==> src/design/apf_pkg.sv <==
package apf_pkg;

    // ------------------------------------------------------------
    // Register offsets
    // ------------------------------------------------------------
    localparam logic [7:0] APF_ADDR_IN_FMT = 8'h14;
    localparam logic [7:0] APF_ADDR_RATE = 8'h15;
    localparam logic [7:0] APF_ADDR_DET_STATUS = 8'h18;
    localparam logic [7:0] APF_ADDR_TX_MODE = 8'h1A;
    localparam logic [7:0] APF_ADDR_OUT_FMT = 8'h44;
    localparam logic [7:0] APF_ADDR_RX_MODE = 8'h4A;

    // ------------------------------------------------------------
    // Reset values and writable-bit masks
    // ------------------------------------------------------------
    localparam logic [7:0] APF_RST_TX_MODE = 8'h00;
    localparam logic [7:0] APF_RST_IN_FMT = 8'h00;
    localparam logic [7:0] APF_RST_RATE = 8'h00;
    localparam logic [7:0] APF_RST_OUT_FMT = 8'h00;
    localparam logic [7:0] APF_RST_RX_MODE = 8'h00;
    localparam logic [7:0] APF_WMASK_IN_FMT = 8'hBF;
    localparam logic [7:0] APF_WMASK_OUT_FMT = 8'h7F;
    localparam logic [7:0] APF_WMASK_RX_MODE = 8'hB4;

    // ------------------------------------------------------------
    // Field positions
    // ------------------------------------------------------------
    localparam int APF_TXM_REQ_POL = 4;
    localparam int APF_TXM_SPDIF = 2;
    localparam int APF_TXM_MCLK_LO = 0;
    localparam int APF_INF_DATA = 7;
    localparam int APF_RXM_PDN = 7;
    localparam int APF_RXM_EN = 5;
    localparam int APF_RXM_REQ_POL = 4;
    localparam int APF_RXM_SPDIF = 2;
    localparam int APF_OUTF_SIZE_LO = 4;
    localparam int APF_OUTF_WS_POL = 3;
    localparam int APF_OUTF_EDGE = 2;
    localparam int APF_OUTF_DELAY = 1;
    localparam int APF_OUTF_JUST = 0;
    localparam int APF_DET_ERR = 7;

    // ------------------------------------------------------------
    // Rates and timing
    // ------------------------------------------------------------
    localparam int APF_CLK_HZ = 50_000_000;
    localparam int APF_CLK_KHZ = APF_CLK_HZ / 1000;
    localparam int APF_MCLK_MULT = 256;
    localparam int APF_FS_48K = 48_000;
    localparam int APF_FS_44K1 = 44_100;
    localparam int APF_FS_32K = 32_000;
    localparam logic [10:0] APF_RATE_UNIT_KBPS = 11'h008;
    localparam logic [10:0] APF_RATE_TOP_KBPS = 11'h600;
    localparam logic [7:0] APF_RATE_TOP_CODE = 8'hBF;
    localparam int APF_PACE_STOP_BITS = 32;
    localparam int APF_BURST_BITS = 2 * APF_PACE_STOP_BITS;
    localparam int APF_CREDIT_W = 24;
    localparam logic signed [23:0] APF_BIT_COST = 24'(APF_CLK_KHZ);
    localparam logic signed [23:0] APF_CREDIT_MAX =
        24'(APF_BURST_BITS * APF_CLK_KHZ);

    // ------------------------------------------------------------
    // Types
    // ------------------------------------------------------------
    typedef enum logic [1:0] {
        APF_MCLK_OFF = 2'b00,
        APF_MCLK_48K = 2'b01,
        APF_MCLK_44K1 = 2'b10,
        APF_MCLK_32K = 2'b11
    } apf_mclk_sel_t;

    typedef enum logic [1:0] {
        APF_OUT_IDLE = 2'b00,
        APF_OUT_RUN = 2'b01,
        APF_OUT_HALT = 2'b10
    } apf_out_state_t;

    typedef struct packed {
        logic bclk;
        logic ws;
        logic data;
    } apf_ser_pins_t;

    typedef struct packed {
        logic [7:0] tx_mode;
        logic [7:0] in_fmt;
        logic [7:0] rate;
        logic [7:0] out_fmt;
        logic [7:0] rx_mode;
    } apf_regs_t;

    typedef struct packed {
        logic [31:0] acc;
        logic out;
    } apf_nco_state_t;

    // ------------------------------------------------------------
    // Functions
    // ------------------------------------------------------------
    function automatic logic [10:0] apf_rate_kbps(input logic [7:0] n);
        if (n == 8'h00) begin
            return APF_RATE_UNIT_KBPS;
        end else if (n == 8'h01) begin
            return 11'(2 * APF_RATE_UNIT_KBPS);
        end else if (n < APF_RATE_TOP_CODE) begin
            return 11'((11'(n) + 11'h001) * APF_RATE_UNIT_KBPS);
        end else if (n == APF_RATE_TOP_CODE) begin
            return APF_RATE_TOP_KBPS;
        end else begin
            return 11'h000;
        end
    endfunction

    function automatic logic [31:0] apf_nco_inc(input int fs);
        return 32'(((64'(fs) * 64'(APF_MCLK_MULT)) << 32) / 64'(APF_CLK_HZ));
    endfunction

endpackage

==> src/design/apf_mclk_gen.sv <==
`timescale 1ns/1ns
module apf_mclk_gen (
    // Clock and reset
    input wire logic clock_in,
    input wire logic sys_rst_in,
    // Control
    input wire apf_pkg::apf_mclk_sel_t sel_in,
    input wire logic block_in,
    // Clock output
    output logic mclk_out
);
    import apf_pkg::*;

    apf_nco_state_t s_q;
    apf_nco_state_t s_d;
    logic [31:0] inc;

    // ------------------------------------------------------------
    // Phase accumulator; its top bit is the 256x fs clock
    // ------------------------------------------------------------
    always_comb begin
        s_d = s_q;
        unique case (sel_in)
            APF_MCLK_48K: inc = apf_nco_inc(APF_FS_48K);
            APF_MCLK_44K1: inc = apf_nco_inc(APF_FS_44K1);
            APF_MCLK_32K: inc = apf_nco_inc(APF_FS_32K);
            APF_MCLK_OFF: inc = 32'h0000_0000;
        endcase
        s_d.acc = s_q.acc + inc;
        s_d.out = s_d.acc[31] && !block_in && (sel_in != APF_MCLK_OFF);
    end

    always_ff @(posedge clock_in or posedge sys_rst_in) begin
        if (sys_rst_in) begin
            s_q <= '0;
        end else begin
            s_q <= s_d;
        end
    end

    assign mclk_out = s_q.out;

endmodule // apf_mclk_gen

==> src/design/apf_port_ctrl.sv <==
`timescale 1ns/1ns
module apf_port_ctrl #(
    parameter int OUT_HALF_DIV = 16
) (
    // Clock and reset
    input wire logic clock_in,
    input wire logic sys_rst_in,
    // Control and data channel register port
    input wire logic [7:0] reg_addr_in,
    input wire logic reg_wr_in,
    input wire logic [7:0] reg_wdata_in,
    output logic [7:0] reg_rdata_out,
    // Transmitter serial input and pacing
    input wire apf_pkg::apf_ser_pins_t ser_in,
    output logic pace_req_out,
    output logic mclk_out,
    output logic cfg_error_out,
    // Receiver serial output and pacing
    input wire logic rx_req_in,
    input wire logic [23:0] left_in,
    input wire logic [23:0] right_in,
    output logic sample_take_out,
    output apf_pkg::apf_ser_pins_t ser_out
);
    import apf_pkg::*;

    localparam int HALT_BOUND = 2 * OUT_HALF_DIV + 4;

    typedef struct packed {
        apf_regs_t regs;
        logic [7:0] rdata;
        apf_ser_pins_t in_s1;
        apf_ser_pins_t in_s2;
        logic prev_bclk;
        logic prev_ws;
        logic [5:0] bit_cnt;
        logic [5:0] det_bits;
        logic signed [23:0] credit;
        logic pace_act;
        logic pace_out;
        logic cfg_err;
        logic rq_s1;
        logic rq_s2;
        apf_out_state_t ost;
        logic [7:0] div;
        logic [5:0] slot;
        logic [23:0] left;
        logic [23:0] right;
        logic take;
        apf_ser_pins_t pins;
    } apf_ctl_state_t;

    apf_ctl_state_t s_q;
    apf_ctl_state_t s_d;
    logic data_mode;
    logic rate_ok;
    logic bit_edge;
    logic rx_act;
    logic running;
    logic tick;
    logic [4:0] pos;
    logic [4:0] msb;
    logic [4:0] sz;
    logic [4:0] k;
    logic [23:0] smp;

    // ------------------------------------------------------------
    // Next state
    // ------------------------------------------------------------
    always_comb begin
        s_d = s_q;
        pos = 5'h00;
        msb = 5'h00;
        k = 5'h00;
        smp = 24'h00_0000;
        data_mode = s_q.regs.in_fmt[APF_INF_DATA];
        rate_ok = (s_q.regs.rate <= APF_RATE_TOP_CODE);
        // Registers stay reachable from reset on.
        if (reg_wr_in) begin
            unique case (reg_addr_in)
                APF_ADDR_TX_MODE: s_d.regs.tx_mode = reg_wdata_in;
                APF_ADDR_IN_FMT:
                    s_d.regs.in_fmt = reg_wdata_in & APF_WMASK_IN_FMT;
                APF_ADDR_RATE: s_d.regs.rate = reg_wdata_in;
                APF_ADDR_OUT_FMT:
                    s_d.regs.out_fmt = reg_wdata_in & APF_WMASK_OUT_FMT;
                APF_ADDR_RX_MODE:
                    s_d.regs.rx_mode = reg_wdata_in & APF_WMASK_RX_MODE;
                default: ;
            endcase
        end
        unique case (reg_addr_in)
            APF_ADDR_TX_MODE: s_d.rdata = s_q.regs.tx_mode;
            APF_ADDR_IN_FMT: s_d.rdata = s_q.regs.in_fmt;
            APF_ADDR_RATE: s_d.rdata = s_q.regs.rate;
            APF_ADDR_OUT_FMT: s_d.rdata = s_q.regs.out_fmt;
            APF_ADDR_RX_MODE: s_d.rdata = s_q.regs.rx_mode;
            APF_ADDR_DET_STATUS: s_d.rdata = {s_q.cfg_err, 1'b0, s_q.det_bits};
            default: s_d.rdata = 8'h00;
        endcase

        // Input pins pass two flops; only the second stage is used.
        s_d.in_s1 = ser_in;
        s_d.in_s2 = s_q.in_s1;
        s_d.rq_s1 = rx_req_in;
        s_d.rq_s2 = s_q.rq_s1;
        bit_edge = s_q.in_s2.bclk && !s_q.prev_bclk;
        s_d.prev_bclk = s_q.in_s2.bclk;

        // Bits per word are counted between WS transitions.
        if (bit_edge) begin
            s_d.prev_ws = s_q.in_s2.ws;
            if (s_q.in_s2.ws != s_q.prev_ws) begin
                s_d.det_bits = s_q.bit_cnt;
                s_d.bit_cnt = 6'h01;
            end else if (s_q.bit_cnt != 6'h3F) begin
                s_d.bit_cnt = s_q.bit_cnt + 6'h01;
            end
        end

        // Credit grows at the programmed rate, each bit spends APF_BIT_COST.
        s_d.cfg_err = data_mode && !rate_ok;
        if (!data_mode || !rate_ok) begin
            s_d.credit = '0;
            s_d.pace_act = !data_mode;
        end else begin
            s_d.credit = s_q.credit
                + $signed({13'h0000, apf_rate_kbps(s_q.regs.rate)});
            if (bit_edge) begin
                s_d.credit = s_d.credit - APF_BIT_COST;
            end
            if (s_d.credit > APF_CREDIT_MAX) begin
                s_d.credit = APF_CREDIT_MAX;
            end
            // The source may overrun by its stop latency.
            s_d.pace_act = (s_d.credit > 0);
        end
        s_d.pace_out = s_q.regs.tx_mode[APF_TXM_REQ_POL] ? s_d.pace_act
            : !s_d.pace_act;

        // Receiver serial output.
        rx_act = (s_q.rq_s2 == s_q.regs.rx_mode[APF_RXM_REQ_POL]);
        running = s_q.regs.rx_mode[APF_RXM_EN]
            && !s_q.regs.rx_mode[APF_RXM_PDN]
            && !s_q.regs.rx_mode[APF_RXM_SPDIF];
        tick = (s_q.div == 8'(OUT_HALF_DIV - 1));
        s_d.div = tick ? 8'h00 : s_q.div + 8'h01;
        s_d.take = 1'b0;
        sz = (s_q.regs.out_fmt[APF_OUTF_SIZE_LO+:2] == 2'b10)
            ? 5'd24 : 5'd16;
        unique case (s_q.ost)
            APF_OUT_IDLE: begin
                s_d.pins = '0;
                s_d.slot = 6'h3F;
                if (running) begin
                    s_d.ost = APF_OUT_RUN;
                end
            end
            APF_OUT_RUN: begin
                if (!running) begin
                    s_d.ost = APF_OUT_IDLE;
                end else if (tick && data_mode && !rx_act) begin
                    s_d.ost = APF_OUT_HALT;
                end else if (tick) begin
                    s_d.pins.bclk = !s_q.pins.bclk;
                    // Data moves on the edge opposite the valid edge.
                    if (s_d.pins.bclk == s_q.regs.out_fmt[APF_OUTF_EDGE]) begin
                        s_d.slot = s_q.slot + 6'h01;
                        if (s_d.slot == 6'h00) begin
                            s_d.left = left_in;
                            s_d.right = right_in;
                            s_d.take = 1'b1;
                        end
                        s_d.pins.ws = s_d.slot[5]
                            ^ s_q.regs.out_fmt[APF_OUTF_WS_POL];
                        pos = s_d.slot[4:0];
                        msb = s_q.regs.out_fmt[APF_OUTF_JUST]
                            ? 5'(6'd32 - 6'(sz))
                            : {4'h0, !s_q.regs.out_fmt[APF_OUTF_DELAY]};
                        k = pos - msb;
                        smp = s_d.slot[5] ? s_d.right : s_d.left;
                        s_d.pins.data = (pos >= msb) && (k < sz)
                            && smp[5'(sz - 5'h01 - k)];
                    end
                end
            end
            APF_OUT_HALT: begin
                if (!running) begin
                    s_d.ost = APF_OUT_IDLE;
                end else if (!data_mode || rx_act) begin
                    s_d.ost = APF_OUT_RUN;
                end
            end
            default: s_d.ost = APF_OUT_IDLE;
        endcase
    end

    always_ff @(posedge clock_in or posedge sys_rst_in) begin
        if (sys_rst_in) begin
            s_q <= '0;
            s_q.regs <= '{APF_RST_TX_MODE, APF_RST_IN_FMT, APF_RST_RATE,
                          APF_RST_OUT_FMT, APF_RST_RX_MODE};
            s_q.pace_act <= 1'b1;
            s_q.slot <= 6'h3F;
        end else begin
            s_q <= s_d;
        end
    end

    // ------------------------------------------------------------
    // Master clock generator
    // ------------------------------------------------------------
    apf_mclk_sel_t mclk_sel;
    assign mclk_sel =
        apf_mclk_sel_t'(s_q.regs.tx_mode[APF_TXM_MCLK_LO+:2]);

    apf_mclk_gen u_mclk (
        .clock_in (clock_in),
        .sys_rst_in (sys_rst_in),
        .sel_in (mclk_sel),
        .block_in (s_q.regs.tx_mode[APF_TXM_SPDIF]),
        .mclk_out (mclk_out)
    );

    assign reg_rdata_out = s_q.rdata;
    assign pace_req_out = s_q.pace_out;
    assign cfg_error_out = s_q.cfg_err;
    assign sample_take_out = s_q.take;
    assign ser_out = s_q.pins;

    logic mclk_on;
    assign mclk_on = (s_q.regs.tx_mode[1:0] != 2'b00)
        && !s_q.regs.tx_mode[APF_TXM_SPDIF];
endmodule // apf_port_ctrl

==> config.mk <==
export PLATFORM = sky130hd
export DESIGN_NAME = apf_port_ctrl
export DESIGN_NICKNAME = d
export VERILOG_FILES = /design/src/design/apf_pkg.sv /design/src/design/apf_mclk_gen.sv /design/src/design/apf_port_ctrl.sv
export SDC_FILE = /design/constraint.sdc
export NUM_CORES = 1
export LEC_CHECK = 0
export ABC_AREA = 1
export BUFFER_PORTS_ARGS = -buffer_cell sky130_fd_sc_hd__buf_2
export CAP_MARGIN = 20
export CORE_MARGIN = 1.5
export CORE_UTILIZATION = 52
export CTS_CLUSTER_SIZE = 12
export DETAILED_ROUTE_END_ITERATION = 10
export GPL_ROUTABILITY_DRIVEN = 1
export PLACE_DENSITY = 0.7
export SLEW_MARGIN = 20
export SYNTH_ARGS = -nofsm -noshare
export SYNTH_HDL_FRONTEND = slang
export SYNTH_SLANG_ARGS = --single-unit
==> constraint.sdc <==
create_clock -name clock_in -period 6.7 [get_ports clock_in]
set_clock_uncertainty 0.2 [all_clocks]
set_input_delay 0.67 -clock clock_in [delete_from_list [all_inputs] [get_ports clock_in]]
set_output_delay 0.67 -clock clock_in [all_outputs]
set_load 0.05 [all_outputs]
==> impl_summary.md, run 1 <==
Run status
The flow ran to the end, and the final reports show no timing, DRC or antenna violations.

Setup path
On the worst path, the slowest cell contributes a delay of 400 ps. The start-to-end type of the worst setup path is flop to flop. The library cell contributing the largest single delay on the critical path is sky130_fd_sc_hd__dfrtp_1.

The startpoint type of the worst setup path is a flop. Data on the critical path arrives at its endpoint at 5250 ps. Of all nets on the critical path, the largest fanout is 14.

The most frequent cell on the critical path is sky130_fd_sc_hd__nand2_1. The worst endpoint required time is 6850 ps. The category of the worst setup path capture point is a flop.

STA
Setup repair after global routing left no endpoint under its margin. The worst-margin pin slew is 1050 ps. The clock period minus final worst setup slack is 5100 ps. Based on the critical path, the design can be clocked at up to 196 MHz.

The number of pins with negative max-slew slack in the final report is 0. The number of endpoints failing setup at the final stage is 0. Across all setup checks in the final design, the least slack found is 1600 ps. The final-report hold violation count came to 0. The setup total negative slack is 0 ps. The headroom to the max-slew limit is 30.1%. The share of the clock period used by the worst path after layout is 76.1%.

Route
The total detailed-routing wirelength is 25.8 mm. The post-route antenna net violation count is 0. The vias per cell is 5.37. The number of remaining DRC errors is 0. The per-cell routed wire length is 14.8 microns. The first-pass detailed-route iteration total is 5. The starting DRC count in detailed routing is 586. The detailed router placed 9,398 vias in this run.

Yosys
After synthesis, the share of flip-flops with an asynchronous set or reset is 100%. After synthesis, the largest area contributor takes up 40.2% of total cell area. Counting flops and latches in the post-synthesis netlist gives 189. Summed over all instances, the cell type with the most area after synthesis is sky130_fd_sc_hd__dfrtp_1.

By area the synthesized netlist is led by sky130_fd_sc_hd__dfrtp_1 40%, sky130_fd_sc_hd__nand2_1 9.5%, sky130_fd_sc_hd__ha_1 5.9%. The number of synthesis warnings is 0. In the synthesized netlist, the number of instances is 1,388.

In this run, synthesis inferred 0 flip-flops with an integrated enable. The post-synthesis net count is 1,515. The number of unique standard cell types used by synthesis is 52.

Sorting the synthesized cells by how often they occur yields 290 x sky130_fd_sc_hd__nand2_1, 183 x sky130_fd_sc_hd__dfrtp_1, 165 x sky130_fd_sc_hd__inv_1. In the synthesized netlist the dominant register cell turns out to be sky130_fd_sc_hd__dfrtp_1. The share of synthesized area occupied by flip-flops and latches is 41.6%. The area of the mapped netlist is 0.0114 sq mm. Each instance of the synthesized netlist takes up on average 8.21 sq um. The most frequent cell after synthesis is sky130_fd_sc_hd__nand2_1.

Job
Across the run, the number of max-cap violations was 0.

Global route
Global routing finished with a remaining overflow of 0. The largest net degree at the start of global routing is 119. The met1 usage is 33.3%.

The most used routing layer in global routing is met2. The met3 capacity usage during global routing is 3.77%. The number of antenna violations at the first check in global routing is 1. The first global-routing pass estimated 43.1 mm of wire. The via count of the first global-routing pass was 8,956. Global routing consumed, over all layers together, 23.9% of the routing resources. In the global route stage, met2 resource usage came out at 38.6%.

Power and ir drop
The portion of total power attributed to sequential cells is 32.5%. The clock network accounts for 22.0% of the total power. The leakage power figure is 6.40 nW. The total power of the final layout is 4.49 mW. In this run the power spent charging and discharging nets is 1.86 mW.

The total power divided by cell area is 357 mW/mm^2. Across the VDD grid, the largest voltage drop is 0.262 mV. Combinational cells account for 45.6% of the total power.

Cell internal power was estimated by the tool at 2.63 mW. The fraction of power spent switching nets is 41.5%.

CTS
TritonCTS built the clock tree. The H-tree generated during clock tree synthesis spans 4 levels. The root buffer cell is sky130_fd_sc_hd__clkbuf_16.

The TritonCTS buffer count is 17. The clock latency reported for the late side of the worst-skew pair is 430 ps. The count of instances resized after the clock tree is built is 0. No sink is reached through more buffers than the 2 on the longest clock path. The number of buffers added to fix hold violations after cts is 0. Clock-pin slew was measured on the worst setup and hold paths at 70 ps. The clock drives 189 sinks. The count of buffers added by post-CTS timing repair for setup is 0.

Finish
Once layout is done, the placed cells without fillers occupy 0.0126 sq mm. Summing all multi-input logic gate instances after layout gives 0.00580 sq mm. The sequential cells in the finished layout cover a total of 0.00474 sq mm. Relative to the synthesized area, the layout overhead comes to 10.3%.

Fill cells in the final layout number 1,947. After the last flow step, the layout net total stands at 1,588. The post-route netlist has 15.8% of its cells at a drive strength greater than 1. For this run, the number of standard cells in the final layout without fillers is 1,750.

Floorplanning
From left edge to right edge, the die measures 151 microns. After floorplanning, the core was divided into 53 placement rows. The number of primary I/O pins is 86.

The die covers 0.0228 sq mm. Once the floorplan was initialized, standard cells occupied 53.6% of the core. The core footprint is 0.0213 sq mm.

The vertical extent of the die is 151 microns.

Placed design
The placement-stage cell area is 0.0120 sq mm. The number of cells in the design after placement is 1,717. The worst slack at placement is 1630 ps. Once detailed placement completed, the half-perimeter wirelength came to 19.1 mm. The count of input and output buffers is 84. Routability-driven placement finished with a final weighted congestion of 0.884.

Hold path
The path type of the worst min-delay path is input port to flop.
[cell usage in the layout (no fill, tap or decap), drive strengths merged, types with 21 or more instances in the layout]
cell,n
inv,177
nor3,25
nand2,313
dfrtp,183
xor2,42
buf,87
nor2,121
ha,54
a21oi,76
mux2,43
o21ai,100
nand3,99
clkbuf,21
[worst max-delay path, delay by kind of cell (launching register included)]
family,cells,cell delay (ps)
AND/OR/NAND/NOR,23,2750
buffers and inverters,2,140
adder cells (fa/ha/maj),4,1130
AO/OA/AOI/OAI,2,370
flip-flops,1,400
[flip-flops by register name (all words and copies together), names as in the netlist, 2 cells and up]
register / count
u_mclk.s_q: 32
s_d: 4
ser_out: 3
mclk_sel: 2
reg_rdata_out: 8
s_q: 135
[power groups by stage]
stage / combinational [mW] / sequential [mW] / clock (mW)
3_3_place_gp: 1.99 / 1.47 / 0
3_5_place_dp: 2.04 / 1.47 / 0
5_1_grt: 2.32 / 1.48 / 1.06
6_report: 2.05 / 1.46 / 0.985
2_1_floorplan: 1.65 / 1.46 / 0
4_1_cts: 2.05 / 1.46 / 1.01
[metrics by stage]
| stage | hold slack, ps | utilization [%] |
|---|---|---|
| 6_report | 141 | 59.0 |
| 5_1_grt | 113 | 59.0 |
| 3_5_place_dp | 135 | 56.4 |
| 2_1_floorplan | 131 | - |
| 3_3_place_gp | 131 | 56.4 |
| 4_1_cts | 125 | 59.0 |
[worst paths after layout]
check | startpoint | to | slack [ps] | cells past startpoint
worst min-delay path | ser_in[2] | s_d[113] | 140 | 1
worst max-delay path | s_q[141] | s_q[75] | 1600 | 31
min in group asynchronous | sys_rst_in | u_mclk.s_q[27] | 200 | 2
worst min register to register | s_d[113] | s_d[110] | 150 | 0
worst max register to register | s_q[141] | s_q[75] | 1600 | 31
max in group asynchronous | sys_rst_in | s_q[67] | 4640 | 3
[cell type report]
class                      instances  share of cell area [%]
multi-input combinational        987                    46.2
inverter                         179                    5.41
antenna                            1                  0.0199
sequential                       189                    37.7
tap                              275                    2.74
timing repair buffer              87                    3.52
clock inverter                    11                   0.966
clock buffer                      21                    3.50
[layer usage]
metal	vias to the layer above	share of wire (%)	wire (microns)
met5	-	0	0
met2	195	46	11900
met1	4436	48	12400
met3	34	3.9	1000
li1	4733	-	-
met4	0	1.9	500
[cell families after synthesis]
family	share of synthesized area, %
buffers and inverters	7.60
AND/OR/NAND/NOR	24.2
multiplexers	4.51
XOR/XNOR	4.36
AO/OA/AOI/OAI	11.5
adder cells (fa/ha/maj)	6.28
flip-flops	41.6
No activity file was read; power rests on OpenSTA's default activity.
==> inputs of run 2 (changes only) <==
clock period = 4.7 ns   (was 6.7 ns; I/O delays follow)
==> run 2 against run 1 <==
Net effect:
- the run now ends with negative hold slack left
- sequential power up 42%
- largest cell class unchanged
- total power is 46% higher
- maximum frequency grew 16%
- combinational power is 49% higher
- critical endpoint is now s_q[79]
==> impl_summary.md, run 2 (synthesis gave the netlist of run 1 again) <==
Run status
Outcome: complete, but fails checks (was finished clean). The final reports fail on negative hold slack.

Finish
Most frequent cells in the layout: 288 x sky130_fd_sc_hd__nand2_1, 183 x sky130_fd_sc_hd__dfrtp_1, 164 x sky130_fd_sc_hd__inv_1, 100 x sky130_fd_sc_hd__nor2_1, 97 x sky130_fd_sc_hd__o21ai_0 (was 290 x sky130_fd_sc_hd__nand2_1, 183 x sky130_fd_sc_hd__dfrtp_1, 164 x sky130_fd_sc_hd__inv_1, 106 x sky130_fd_sc_hd__nor2_1, 97 x sky130_fd_sc_hd__o21ai_0). The most frequent standard cell in the layout excluding fill and tap cells is sky130_fd_sc_hd__nand2_1 (unchanged). The number of flip-flops in the largest register was 135 (unchanged). The largest register by flop count is s_q (unchanged). The ratio of cells with drive above 1 in the final layout is 17.8% (was 15.8%).

The number of standard cells in the final layout excluding fillers was 1,770 (was 1,750). The final cell utilization of the core is 60.3% (was 59.0%). The filler cell count is 1,900 (was 1,947). The post-synthesis to final-layout area growth is 12.6% (was 10.3%).

The post-layout net count is 1,606 (was 1,588).

Setup path
The startpoint of the lowest-slack register-to-register path is s_q[141] (unchanged). The most frequent cell on the critical path is sky130_fd_sc_hd__nand2_1 (unchanged). The source of the critical timing path is s_q[141] (unchanged). The start-to-end type of the worst setup path is flop to flop (unchanged). The maximum fanout count along the critical path is 7 (was 14).

The worst endpoint required time is 4860 ps (was 6850 ps). The arrival time at the worst endpoint is 4550 ps (was 5250 ps). The critical path's largest stage delay came to 430 ps (was 400 ps). The startpoint type of the worst setup path was a flop (unchanged). The category of the worst setup path capture point is a flop (unchanged).

The library cell contributing the largest single delay on the critical path is sky130_fd_sc_hd__dfrtp_1 (unchanged).

STA
The achievable frequency was 228 MHz (was 196 MHz). The final-report hold violation count is 3 (was 0). The worst hold slack across all endpoints was -13.9 ps (was 141 ps). The number of endpoints failing setup at the final stage was 0 (unchanged).

The number of pins with negative max-slew slack in the final report is 0 (unchanged). The share of the clock period used by the worst path after layout came to 93.2% (was 76.1%). The worst-margin pin slew is 1150 ps (was 1050 ps). The clock period minus final worst setup slack is 4380 ps (was 5100 ps). The headroom to the max-slew limit is 23.3% (was 30.1%).

Floorplanning
The starting utilization of the core area came to 53.6% (unchanged). The die width was 151 microns (unchanged). The number of standard-cell rows in the floorplan is 53 (unchanged).

The area enclosed by the die boundary is 0.0228 sq mm (unchanged). The number of primary I/O pins is 86 (unchanged). The core footprint came to 0.0213 sq mm (unchanged). The vertical extent of the die is 151 microns (unchanged).

Route
The number of remaining DRC errors is 0 (unchanged). The total vias in the final route was 9,587 (was 9,398). The total detailed-routing wirelength is 26.3 mm (was 25.8 mm). The per-cell routed wire length is 14.9 microns (was 14.8 microns). The post-route antenna net violation count is 0 (unchanged). The starting DRC count in detailed routing was 593 (was 586). The vias per cell is 5.42 (was 5.37). The first-pass detailed-route iteration total is 5 (unchanged).

Power and ir drop
The total power divided by cell area came to 509 mW/mm^2 (was 357 mW/mm^2). The maximum VDD drop is 0.311 mV (was 0.262 mV). The leakage power figure is 6.50 nW (was 6.40 nW).

Placed design
The number of cells in the design after placement came to 1,728 (was 1,717). The final weighted congestion in routability-driven placement is 0.892 (was 0.884). The sum of net half-perimeters after detailed placement was 19.5 mm (was 19.1 mm). The count of input and output buffers was 84 (unchanged).

Hold path
The path type of the worst min-delay path is input port to asynchronous set/reset pin (was input port to flop).

CTS
The clock transition time at the flip-flop clock pins of the worst setup and hold paths is 70 ps (about the same). The number of buffers between clock root and the deepest sink is 2 (unchanged). The TritonCTS buffer count was 17 (unchanged). The clock latency reported for the late side of the worst-skew pair came to 450 ps (was 430 ps). The total number of H-tree levels is 4 (unchanged). The CTS sink count is 189 (unchanged).

The clock tree from TritonCTS is built (unchanged). The root buffer cell is sky130_fd_sc_hd__clkbuf_16 (unchanged).

Global route
The via count of the first global-routing pass is 8,997 (was 8,956). The total routing usage reported by global routing is 24.3% (was 23.9%). The number of antenna violations at the first check in global routing is 3 (was 1). The sum of overflow across all layers after global routing came to 0 (unchanged). The largest net degree at the start of global routing is 115 (was 119). The wire length of the first global-routing pass came to 43.5 mm (was 43.1 mm).

Job
The number of violations of the max-capacitance limit is 0 (unchanged).
## run 2: through the flow
| stage | power (mW) | area (sq um) | TNS, ps | setup WS (ps) |
|---|---|---|---|---|
| after floorplan | 4.43 | 11400 | 0 | 466 |
| after global placement | 4.98 | 12100 | 0 | 226 |
| after detailed placement | 5.05 | 12100 | 0 | 109 |
| after CTS | 6.47 | 12700 | 0 | 89.4 |
| after global routing | 7.05 | 12800 | -241 | -38.2 |
| final | 6.54 | 12800 | 0 | 318 |
## run 2: area by class of cell
type	instances	area [sq um]	area share, %
antenna	4	10.0	0.0780
multi-input combinational	988	5910	46.0
clock buffer	20	457	3.56
timing repair buffer	104	594	4.63
inverter	179	676	5.26
sequential	189	4740	36.9
tap	275	344	2.68
clock inverter	11	110	0.858
## run 2: worst paths after layout
kind,to,slack (ps),cells after the start
hold reg to reg,s_q[68],150,0
min in group clock_in,s_q[17],50,2
setup / recovery,s_q[79],320,31
hold / removal,u_mclk.s_q[28],-10,3
max in group asynchronous,s_q[91],3500,3
setup reg to reg,s_q[79],320,31
## run 2: timing repair
| item | CTS | global route |
|---|---|---|
| hold endpoints to repair | 3 | 0 |
| resized for setup | 0 | 22 |
| setup endpoints to repair | 0 | 23 |
| hold buffers | 3 | 0 |
| buffers inserted | 0 | 3 |
## run 2: critical path, delay by kind of cell (launching register included)
kind,cells,cell delay [ps]
DFF,1,430
AOI/OAI and AO/OA,1,150
adders and majority gates,2,500
buffers and inverters,3,470
and+or+nand+nor,25,2530
## run 2: metal layers
metal | global-route usage [%] | routed length [microns] | up-vias
li1 | - | - | 4780
met1 | 33.6 | 12400 | 4537
met2 | 39.0 | 12200 | 232
met3 | 4.01 | 1190 | 38
met4 | 8.06 | 476 | 0
met5 | 0 | 0 | -
## run 2: report_power, final
part           internal (mW)  leakage (nW)  switching, mW
Clock                  0.763         0.275          0.647
Sequential              1.92          2.30          0.155
Combinational           1.12          3.93           1.94
